<file path="config.mk">
export PLATFORM = sky130hd
export DESIGN_NAME = temp_conv_ctrl
export DESIGN_NICKNAME = d
export VERILOG_FILES = /design/src/rtl/conv_timer.v /design/src/rtl/temp_conv_ctrl.v
export VERILOG_INCLUDE_DIRS = /design/src /design/src/pkg
export SDC_FILE = /design/constraint.sdc
export NUM_CORES = 1
export LEC_CHECK = 0
export BUFFER_PORTS_ARGS = -buffer_cell sky130_fd_sc_hd__buf_2
export CORE_UTILIZATION = 47
export CTS_CLUSTER_DIAMETER = 100
export DETAILED_ROUTE_END_ITERATION = 6
export PLACE_DENSITY = 0.65
export SLEW_MARGIN = 40
export SYNTH_ARGS = -nofsm -noshare
export SYNTH_HDL_FRONTEND = slang
export SYNTH_HIERARCHICAL = 1
export SYNTH_SLANG_ARGS = --single-unit
</file>
<file path="constraint.sdc">
create_clock -name core_clk -period 6.64 [get_ports core_clk]
set_input_delay 0.996 -clock core_clk [delete_from_list [all_inputs] [get_ports core_clk]]
set_output_delay 0.996 -clock core_clk [all_outputs]
set_load 0.03 [all_outputs]
</file>
<file path="src/pkg/temp_conv_regs.vh">
/*
 * Byte addresses, configuration bit positions, reset and factory
 * values and timing counts of the conversion and result register logic.
 * Assumes a 10 MHz core clock; included by its bare name.
 */
`ifndef TEMP_CONV_REGS_VH
`define TEMP_CONV_REGS_VH

// ----------------------------------------------------------------
// byte addresses
// ----------------------------------------------------------------
`define ADDR_UPPER_HI 8'hA0
`define ADDR_UPPER_LO 8'hA1
`define ADDR_LOWER_HI 8'hA2
`define ADDR_LOWER_LO 8'hA3
`define ADDR_USER_0 8'hA4
`define ADDR_USER_3 8'hA7
`define ADDR_TEMP_HI 8'hAA
`define ADDR_TEMP_LO 8'hAB
`define ADDR_CFG_HI 8'hAC
`define ADDR_CFG_LO 8'hAD

// ----------------------------------------------------------------
// configuration field positions, within their byte
// ----------------------------------------------------------------
`define CFG_DONE_BIT 7
`define CFG_NVB_BIT 6
`define CFG_THF_BIT 5
`define CFG_TLF_BIT 4
`define CFG_RES_HI_BIT 3
`define CFG_RES_LO_BIT 2
`define CFG_AUTO_CONVERT_BIT 1
`define CFG_ONESHOT_BIT 0
`define CFG_PO2_BIT 7
`define CFG_PO1_BIT 6

// ----------------------------------------------------------------
// reset and factory values
// ----------------------------------------------------------------
`define TEMP_RESET 16'hE200
`define UPPER_FACTORY 16'h0780
`define LOWER_FACTORY 16'h0500
`define RES_RESET 2'h3
`define AUTO_CONVERT_RESET 1'h1
`define ONESHOT_RESET 1'h0
`define PO2_RESET 1'h1
`define PO1_RESET 1'h1
`define START_CODE_DEF 8'hA5
`define STOP_CODE_DEF 8'h5A

// ----------------------------------------------------------------
// timing
// ----------------------------------------------------------------
`define CORE_CLK_KHZ 22'h002710
`define CONV_10B_TIME_MS 22'h000019
`define NV_WRITE_TIME_MS 22'h00000A
`define CONV_10B_CYCLES (`CONV_10B_TIME_MS * `CORE_CLK_KHZ)
`define NV_WRITE_CYCLES (`NV_WRITE_TIME_MS * `CORE_CLK_KHZ)

`endif

</file>
<file path="src/rtl/conv_timer.v">
/*
 * Conversion duration timer: counts the 10-bit base time shifted
 * left by the resolution code and pulses expired at the end.
 * Assumes load and abort come from logic on core_clk.
 */
`timescale 1ns/100ps
`include "temp_conv_regs.vh"

module conv_timer #(
  parameter [21:0] BASE_CYCLES = `CONV_10B_CYCLES
) (
  input wire core_clk,
  input wire resetn,
  input wire load,
  input wire abort,
  input wire [1:0] res_sel,
  output reg expired
);

  reg [21:0] count_q;
  reg running_q;

  // ----------------------------------------------------------------
  // count down
  // ----------------------------------------------------------------
  always @(posedge core_clk or negedge resetn) begin
    if (!resetn) begin
      count_q <= 22'h000000;
      running_q <= 1'b0;
      expired <= 1'b0;
    end else begin
      expired <= 1'b0;
      if (abort) begin
        running_q <= 1'b0;
      end else if (load) begin
        count_q <= (BASE_CYCLES << res_sel) - 22'h000001;
        running_q <= 1'b1;
      end else if (running_q) begin
        if (count_q == 22'h000000) begin
          expired <= 1'b1;
          running_q <= 1'b0;
        end else begin
          count_q <= count_q - 22'h000001;
        end
      end
    end
  end

endmodule // conv_timer

</file>
<file path="src/rtl/temp_conv_ctrl.v">
/*
 * Conversion sequencing, temperature result, trip-point and
 * configuration registers of the thermometer, reached by byte
 * address from the serial bus engine.
 * Assumes the byte port and command strobe come from the bus engine
 * on core_clk; the converter word arrives from another domain and
 * stays stable across the end of a conversion.
 */
`timescale 1ns/100ps
`include "temp_conv_regs.vh"

module temp_conv_ctrl #(
  parameter [21:0] CONV_BASE_CYCLES = `CONV_10B_CYCLES,
  parameter [21:0] NV_WRITE_CYCLES = `NV_WRITE_CYCLES,
  parameter [7:0] START_CODE = `START_CODE_DEF,
  parameter [7:0] STOP_CODE = `STOP_CODE_DEF
) (
  input wire core_clk,
  input wire resetn,
  input wire [7:0] mem_addr,
  input wire mem_wr,
  input wire [7:0] mem_wdata,
  output reg [7:0] mem_rdata,
  input wire cmd_stb,
  input wire [7:0] cmd_code,
  input wire [12:0] adc_word,
  output reg adc_enable,
  output reg conv_complete,
  output reg nv_busy,
  output reg programmable_output,
  output reg programmable_output_oe_n
);

  // ----------------------------------------------------------------
  // states and storage
  // ----------------------------------------------------------------
  localparam ST_STANDBY = 1'b0;
  localparam ST_CONVERT = 1'b1;

  reg state_q;
  reg pwrup_q;
  reg [15:0] temp_q;
  reg [15:0] upper_trip_threshold_q;
  reg [15:0] lower_trip_threshold_q;
  reg [7:0] user_q [0:3];
  reg done_q;
  reg thf_q;
  reg tlf_q;
  reg [1:0] res_q;
  reg auto_convert_at_powerup_q;
  reg single_conversion_select_q;
  reg po2_q;
  reg po1_q;
  reg therm_active_q;
  reg [21:0] nv_cnt_q;
  reg [12:0] adc_meta_q;
  reg [12:0] adc_sync_q;
  reg [7:0] rdata_d;

  wire timer_expired;
  wire start_cmd;
  wire stop_cmd;
  wire conv_start;
  wire conv_end;
  wire stop_now;
  wire nv_ok;
  wire temp_lo_wr;
  wire eval_en;
  wire [15:0] new_temp;
  wire [15:0] eval_val;
  wire at_or_above;
  wire at_or_below;
  wire [1:0] user_idx;

  // ----------------------------------------------------------------
  // resolution mask
  // ----------------------------------------------------------------
  function [15:0] res_mask;
    input [1:0] res;
    begin
      case (res)
        2'h0: res_mask = 16'hFFC0;
        2'h1: res_mask = 16'hFFE0;
        2'h2: res_mask = 16'hFFF0;
        default: res_mask = 16'hFFF8;
      endcase
    end
  endfunction

  // ----------------------------------------------------------------
  // converter word synchroniser
  // ----------------------------------------------------------------
  always @(posedge core_clk or negedge resetn) begin
    if (!resetn) begin
      adc_meta_q <= 13'h0000;
      adc_sync_q <= 13'h0000;
    end else begin
      adc_meta_q <= adc_word;
      adc_sync_q <= adc_meta_q;
    end
  end

  // ----------------------------------------------------------------
  // decode
  // ----------------------------------------------------------------
  assign start_cmd = cmd_stb && (cmd_code == START_CODE);
  assign stop_cmd = cmd_stb && (cmd_code == STOP_CODE);
  assign conv_start = (state_q == ST_STANDBY) &&
    (start_cmd || (pwrup_q && auto_convert_at_powerup_q));
  assign conv_end = (state_q == ST_CONVERT) && timer_expired;
  assign stop_now = (state_q == ST_CONVERT) && stop_cmd;
  assign nv_ok = (nv_cnt_q == 22'h000000);
  assign temp_lo_wr = mem_wr && (mem_addr == `ADDR_TEMP_LO);
  // a host write counts only while no conversion runs
  assign eval_en = conv_end ||
    (temp_lo_wr && (state_q == ST_STANDBY));
  // sign in bit 15, one degree at bit 8
  assign new_temp = {adc_sync_q, 3'h0} & res_mask(res_q);
  assign eval_val = conv_end ? new_temp :
    {temp_q[15:8], mem_wdata[7:3], 3'h0};
  assign at_or_above =
    ($signed(eval_val) >= $signed(upper_trip_threshold_q));
  assign at_or_below =
    ($signed(eval_val) <= $signed(lower_trip_threshold_q));
  assign user_idx = mem_addr[1:0];

  // ----------------------------------------------------------------
  // conversion timer
  // ----------------------------------------------------------------
  conv_timer #(
    .BASE_CYCLES(CONV_BASE_CYCLES)
  ) u_timer (
    .core_clk(core_clk),
    .resetn(resetn),
    .load(conv_start || (conv_end && !single_conversion_select_q)),
    .abort(stop_now),
    .res_sel(res_q),
    .expired(timer_expired)
  );

  // ----------------------------------------------------------------
  // sequencer
  // ----------------------------------------------------------------
  always @(posedge core_clk or negedge resetn) begin
    if (!resetn) begin
      state_q <= ST_STANDBY;
      pwrup_q <= 1'b1;
      adc_enable <= 1'b0;
      conv_complete <= 1'b0;
      done_q <= 1'b0;
    end else begin
      pwrup_q <= 1'b0;
      conv_complete <= conv_end;
      case (state_q)
        ST_STANDBY: begin
          if (conv_start) begin
            state_q <= ST_CONVERT;
            done_q <= 1'b0;
          end
        end
        ST_CONVERT: begin
          if (stop_now) begin
            state_q <= ST_STANDBY;
          end else if (conv_end) begin
            done_q <= 1'b1;
            if (single_conversion_select_q) begin
              state_q <= ST_STANDBY;
            end
          end
        end
        default: begin
          state_q <= ST_STANDBY;
        end
      endcase
      adc_enable <= (state_q == ST_CONVERT) && !stop_now &&
        !(conv_end && single_conversion_select_q) || conv_start;
    end
  end

  // ----------------------------------------------------------------
  // temperature result
  // ----------------------------------------------------------------
  always @(posedge core_clk or negedge resetn) begin
    if (!resetn) begin
      temp_q <= `TEMP_RESET;
    end else if (conv_end) begin
      temp_q <= new_temp;
    end else if (mem_wr && (mem_addr == `ADDR_TEMP_HI)) begin
      temp_q[15:8] <= mem_wdata;
    end else if (temp_lo_wr) begin
      temp_q[7:0] <= {mem_wdata[7:3], 3'h0};
    end
  end

  // ----------------------------------------------------------------
  // nonvolatile registers and write timer
  // ----------------------------------------------------------------
  always @(posedge core_clk or negedge resetn) begin
    if (!resetn) begin
      upper_trip_threshold_q <= `UPPER_FACTORY;
      lower_trip_threshold_q <= `LOWER_FACTORY;
      res_q <= `RES_RESET;
      auto_convert_at_powerup_q <= `AUTO_CONVERT_RESET;
      single_conversion_select_q <= `ONESHOT_RESET;
      po1_q <= `PO1_RESET;
      nv_cnt_q <= 22'h000000;
      nv_busy <= 1'b0;
      user_q[0] <= 8'h00;
      user_q[1] <= 8'h00;
      user_q[2] <= 8'h00;
      user_q[3] <= 8'h00;
    end else begin
      nv_busy <= !nv_ok;
      if (!nv_ok) begin
        nv_cnt_q <= nv_cnt_q - 22'h000001;
      end else if (mem_wr) begin
        case (mem_addr)
          `ADDR_UPPER_HI: upper_trip_threshold_q[15:8] <= mem_wdata;
          `ADDR_UPPER_LO: upper_trip_threshold_q[7:0] <=
            {mem_wdata[7:3], 3'h0};
          `ADDR_LOWER_HI: lower_trip_threshold_q[15:8] <= mem_wdata;
          `ADDR_LOWER_LO: lower_trip_threshold_q[7:0] <=
            {mem_wdata[7:3], 3'h0};
          `ADDR_CFG_HI: begin
            res_q <= {mem_wdata[`CFG_RES_HI_BIT],
              mem_wdata[`CFG_RES_LO_BIT]};
            auto_convert_at_powerup_q <= mem_wdata[`CFG_AUTO_CONVERT_BIT];
            single_conversion_select_q <= mem_wdata[`CFG_ONESHOT_BIT];
          end
          `ADDR_CFG_LO: po1_q <= mem_wdata[`CFG_PO1_BIT];
          default: begin
            if (mem_addr >= `ADDR_USER_0 && mem_addr <= `ADDR_USER_3) begin
              user_q[user_idx] <= mem_wdata;
            end
          end
        endcase
        if ((mem_addr >= `ADDR_UPPER_HI && mem_addr <= `ADDR_USER_3) ||
            mem_addr == `ADDR_CFG_HI || mem_addr == `ADDR_CFG_LO) begin
          nv_cnt_q <= NV_WRITE_CYCLES - 22'h000001;
        end
      end
    end
  end

  // ----------------------------------------------------------------
  // flags, output mode and thermostat state
  // ----------------------------------------------------------------
  always @(posedge core_clk or negedge resetn) begin
    if (!resetn) begin
      thf_q <= 1'b0;
      tlf_q <= 1'b0;
      po2_q <= `PO2_RESET;
      therm_active_q <= 1'b0;
      programmable_output <= 1'b0;
      programmable_output_oe_n <= 1'b1;
    end else begin
      programmable_output <= 1'b0;
      if (mem_wr && mem_addr == `ADDR_CFG_LO) begin
        po2_q <= mem_wdata[`CFG_PO2_BIT];
      end
      // a set in the same cycle wins over a clear
      if (eval_en && at_or_above) begin
        thf_q <= 1'b1;
      end else if (mem_wr && mem_addr == `ADDR_CFG_HI) begin
        thf_q <= thf_q & mem_wdata[`CFG_THF_BIT];
      end
      if (eval_en && at_or_below) begin
        tlf_q <= 1'b1;
      end else if (mem_wr && mem_addr == `ADDR_CFG_HI) begin
        tlf_q <= tlf_q & mem_wdata[`CFG_TLF_BIT];
      end
      if (eval_en) begin
        if (po1_q) begin
          if (at_or_above) begin
            therm_active_q <= 1'b1;
          end else if (at_or_below) begin
            therm_active_q <= 1'b0;
          end
        end else begin
          if (at_or_below) begin
            therm_active_q <= 1'b1;
          end else if (at_or_above) begin
            therm_active_q <= 1'b0;
          end
        end
      end
      programmable_output_oe_n <= po2_q ? !therm_active_q : 1'b0;
    end
  end

  // ----------------------------------------------------------------
  // read data
  // ----------------------------------------------------------------
  always @* begin
    rdata_d = 8'h00;
    case (mem_addr)
      `ADDR_UPPER_HI: rdata_d = upper_trip_threshold_q[15:8];
      `ADDR_UPPER_LO: rdata_d = upper_trip_threshold_q[7:0];
      `ADDR_LOWER_HI: rdata_d = lower_trip_threshold_q[15:8];
      `ADDR_LOWER_LO: rdata_d = lower_trip_threshold_q[7:0];
      `ADDR_TEMP_HI: rdata_d = temp_q[15:8];
      `ADDR_TEMP_LO: rdata_d = temp_q[7:0];
      `ADDR_CFG_HI: rdata_d = {done_q, !nv_ok, thf_q, tlf_q, res_q,
        auto_convert_at_powerup_q, single_conversion_select_q};
      `ADDR_CFG_LO: rdata_d = {po2_q, po1_q, 6'h00};
      default: begin
        if (mem_addr >= `ADDR_USER_0 && mem_addr <= `ADDR_USER_3) begin
          rdata_d = user_q[user_idx];
        end
      end
    endcase
  end

  always @(posedge core_clk or negedge resetn) begin
    if (!resetn) begin
      mem_rdata <= 8'h00;
    end else begin
      mem_rdata <= rdata_d;
    end
  end

endmodule // temp_conv_ctrl

</file>
==> flow_summary.yaml <==
run_status:
  outcome: "completed"
setup_path:
  rrSetupSlack_ps: 3150
  crit_type: "input pin to flop"
  cp_max_fo: 62
  path_common_cell: "nand2_1"
  r2r_cells: 11
  worstPathArrival_ps: 4360
  r2r_end: "therm_active_q$_DFFE_PN0P_"
  cp_data_required_time_ps: 6970
  cp_slowest_cell: "buf_4"
  crit_path_cell_trace: "buf_2 > nor4bb_1 > nand3b_1 > o31ai_1 > nand2_1 > o21ai_4 > buf_4 > inv_1 > nand2_1 > ha_1 > a22oi_1 > o31a_1 > nor4_1 > mux2_2 > a211oi_1"
  endpoint_kind: "flop"
  r2r-start: "state_q$_DFF_PN0_"
  slowest_delay_ps: 510
  start_kind: "input pin"
synthesis:
  synth_ff_type: "dfrtp_1"
  syn_inst: 820
  synth.top_cell.area_share_pct: 42.6
  synth_most_common_cell: "dfrtp_1"
  ys_ff_latch: 167
  syn_area_um2: 8810
  synth-async-reset-ratio_pct: 100
  yosys.area.top_type: "dfrtp_1"
  ys_seq_area_share_pct: 47.7
  avgSynthCellArea_um2: 10.7
  yosysWarnings: 6
  synth_edf_count: 0
  synth_commonest_cells: "150 x dfrtp_1, 83 x nand2_1, 72 x mux2_2"
  synthTopCellsByArea: "dfrtp_1 43%, mux2_2 9.2%, ha_1 5.1%, dfstp_2 5.1%, nand2_1 3.5%"
  ys_types: 79
routing:
  wl_per_cell_um: 18.4
  via_per_inst: 5.82
  detail_route.first_pass.iterations: 7
  remaining_drc_errors: 0
  ant_nets: 0
  drt_iter0_drc: 604
  wirelength_um: 20500
  dr_total_vias: 6461
sta:
  grt_setup_unrepaired: "no"
  drv_slew: 0
  max-slew-margin-rel_pct: 45.8
  setup_viol: 0
  fin_crit_sh_pct: 60.7
  tns_ps: 0
  fmax_mhz: 248
  hold_violations: 0
  fin_crit_ps: 4030
  max_slew.worst_pin.slew_ps: 813
  fin_skew_ps: 12.2
  fin_ws_ps: 2610
clock_network:
  cts_hold_buf: 0
  clock-sinks: 167
  cts_resized: 0
  cts_tree: "built"
  clk_latency_ps: 430
  clk_pin_slew_ps: 70
  cts_max_level: 4
  cts_setup_buffers: 0
  clockRootBuffer: "clkbuf_16"
  clockBufferDepth: 2
  cts_made_buffers: 17
worst_hold_path:
  min_path_cells: 0
  hold_class: "flop to flop"
  min_to: "adc_sync_q[2]$_DFF_PN0_"
  worstHoldStart: "adc_meta_q[2]$_DFF_PN0_"
layout:
  stdcell_count: 1111
  stdcell_area_um2: 9920
  antenna_cells: 0
  drive_gt1_share_pct: 24.7
  nets: 946
  fillers: 1568
  syn2layout_area_growth_pct: 12.5
place:
  port-buffer-count: 52
  place_area_um2: 9310
  place_inst: 1079
  gp_congestion: 0.928
  dp.final_hpwl_um: 14300
  dp_worst_setup_slack_ps: 2240
job:
  drv_cap: 0
pwr:
  ir_worst_vdd_v: 0.000166
  powerDensity_nw_per_um2: 286
  p_leak_nw: 4.34
floorplan:
  dieArea_um2: 19300
  initial_core_util_pct: 48.6
  die_w_um: 139
  chipHeight_um: 139
  core_um2: 18100
  io_pins: 54
  fp-row-count: 49
global_routing:
  grt_antenna_before_repair: 1
  grt_pass1_vias: 6237
  track_usage_pct: 22.6
  overflow: 0
  grt_pass1_wl_um: 33700
  grt_max_degree: 83
worst max path at each step:
stage                startpoint                               to  slack [ps]  depth (start not counted)
global placement    cmd_code[4]  u_timer/count_q[18]$_DFFE_PN0P_        2280                         15
CTS                 cmd_code[4]  u_timer/count_q[18]$_DFFE_PN0P_        2670                         15
global route        cmd_code[4]  u_timer/count_q[18]$_DFFE_PN0P_        2300                         15
detailed placement  cmd_code[4]  u_timer/count_q[18]$_DFFE_PN0P_        2240                         15
finish              cmd_code[4]  u_timer/count_q[18]$_DFFE_PN0P_        2610                         15
floorplan           cmd_code[4]  u_timer/count_q[18]$_DFFE_PN0P_        2180                         18
layout by cell type, fill, tap and decap left out, types with 17 or more instances in the layout:
| master | synthesis | routed |
|---|---|---|
| nand3_1 | 23 | 23 |
| dfstp_2 | 17 | 17 |
| o21ai_0 | 46 | 45 |
| mux2_2 | 72 | 72 |
| nand2_1 | 83 | 82 |
| nor3_1 | 31 | 31 |
| a21oi_1 | 26 | 26 |
| buf_2 | 7 | 51 |
| inv_1 | 40 | 40 |
| ha_1 | 36 | 36 |
| dfrtp_1 | 150 | 150 |
| nor2_1 | 41 | 41 |
| a22oi_1 | 20 | 20 |
| clkbuf_16 | 0 | 17 |
| mux2i_1 | 18 | 18 |
sequential cells by signal, indices dropped and copies added, names as in the netlist, 2 cells and up:
signal	flops
upper_trip_threshold_q	13
adc_meta_q	13
lower_trip_threshold_q	13
nv_cnt_q	22
temp_q	13
adc_sync_q	13
mem_rdata	8
user_q	32
u_timer/count_q	22
res_q	2
cell type report:
class,count,area (µm²),area share [%]
multi-input cells,582,4340,43.8
flip-flops and latches,167,4200,42.4
clock buffers,19,443,4.47
repair buffers,60,329,3.32
well taps,229,287,2.89
clock inverters,13,160,1.62
inverters,41,154,1.55
where the power goes:
| group | total, mW | internal [mW] | switching (mW) | leakage [nW] |
|---|---|---|---|---|
| logic | 0.544 | 0.250 | 0.294 | 1.97 |
| registers | 1.27 | 1.14 | 0.133 | 2.08 |
| clock network | 1.02 | 0.578 | 0.441 | 0.287 |
| total | 2.83 | 1.97 | 0.868 | 4.34 |
logic make-up after synthesis:
kind of cell               after synthesis  share of synthesized area [%]
AOI/OAI and AO/OA                      155                           11.5
buffers and inverters                   72                           3.38
muxes                                  100                           13.8
and+or+nand+nor                        269                           16.5
DFF                                    167                           47.7
xor gates and xnor gates                20                           1.99
other                                    1                         0.0425
adders and majority gates               36                           5.11
per-stage QoR:
step	hold WS (ps)	utilization (%)	total power, mW
finish	346	54.6	2.83
global route	357	54.6	2.99
detailed placement	335	51.3	1.82
floorplan	331	-	1.67
global placement	333	51.2	1.82
CTS	345	54.6	2.86
per-layer routing:
metal | wire, µm | part of all wire (%) | vias up | GRT usage [%]
met5 | 13 | 0.063 | - | 0
met4 | 388 | 1.9 | 2 | 7.84
met3 | 882 | 4.3 | 29 | 4.35
met2 | 9860 | 48 | 175 | 36.3
met1 | 9340 | 46 | 3186 | 30.7
li1 | - | - | 3069 | -
critical path, delay by kind of cell:
| kind | cells | cell delay, ps |
|---|---|---|
| buffers and inverters | 3 | 840 |
| AO/OA/AOI/OAI | 5 | 960 |
| multiplexers | 1 | 370 |
| AND/OR/NAND/NOR | 5 | 950 |
| adder cells (fa/ha/maj) | 1 | 230 |
Power figures use the tool's default switching activity.
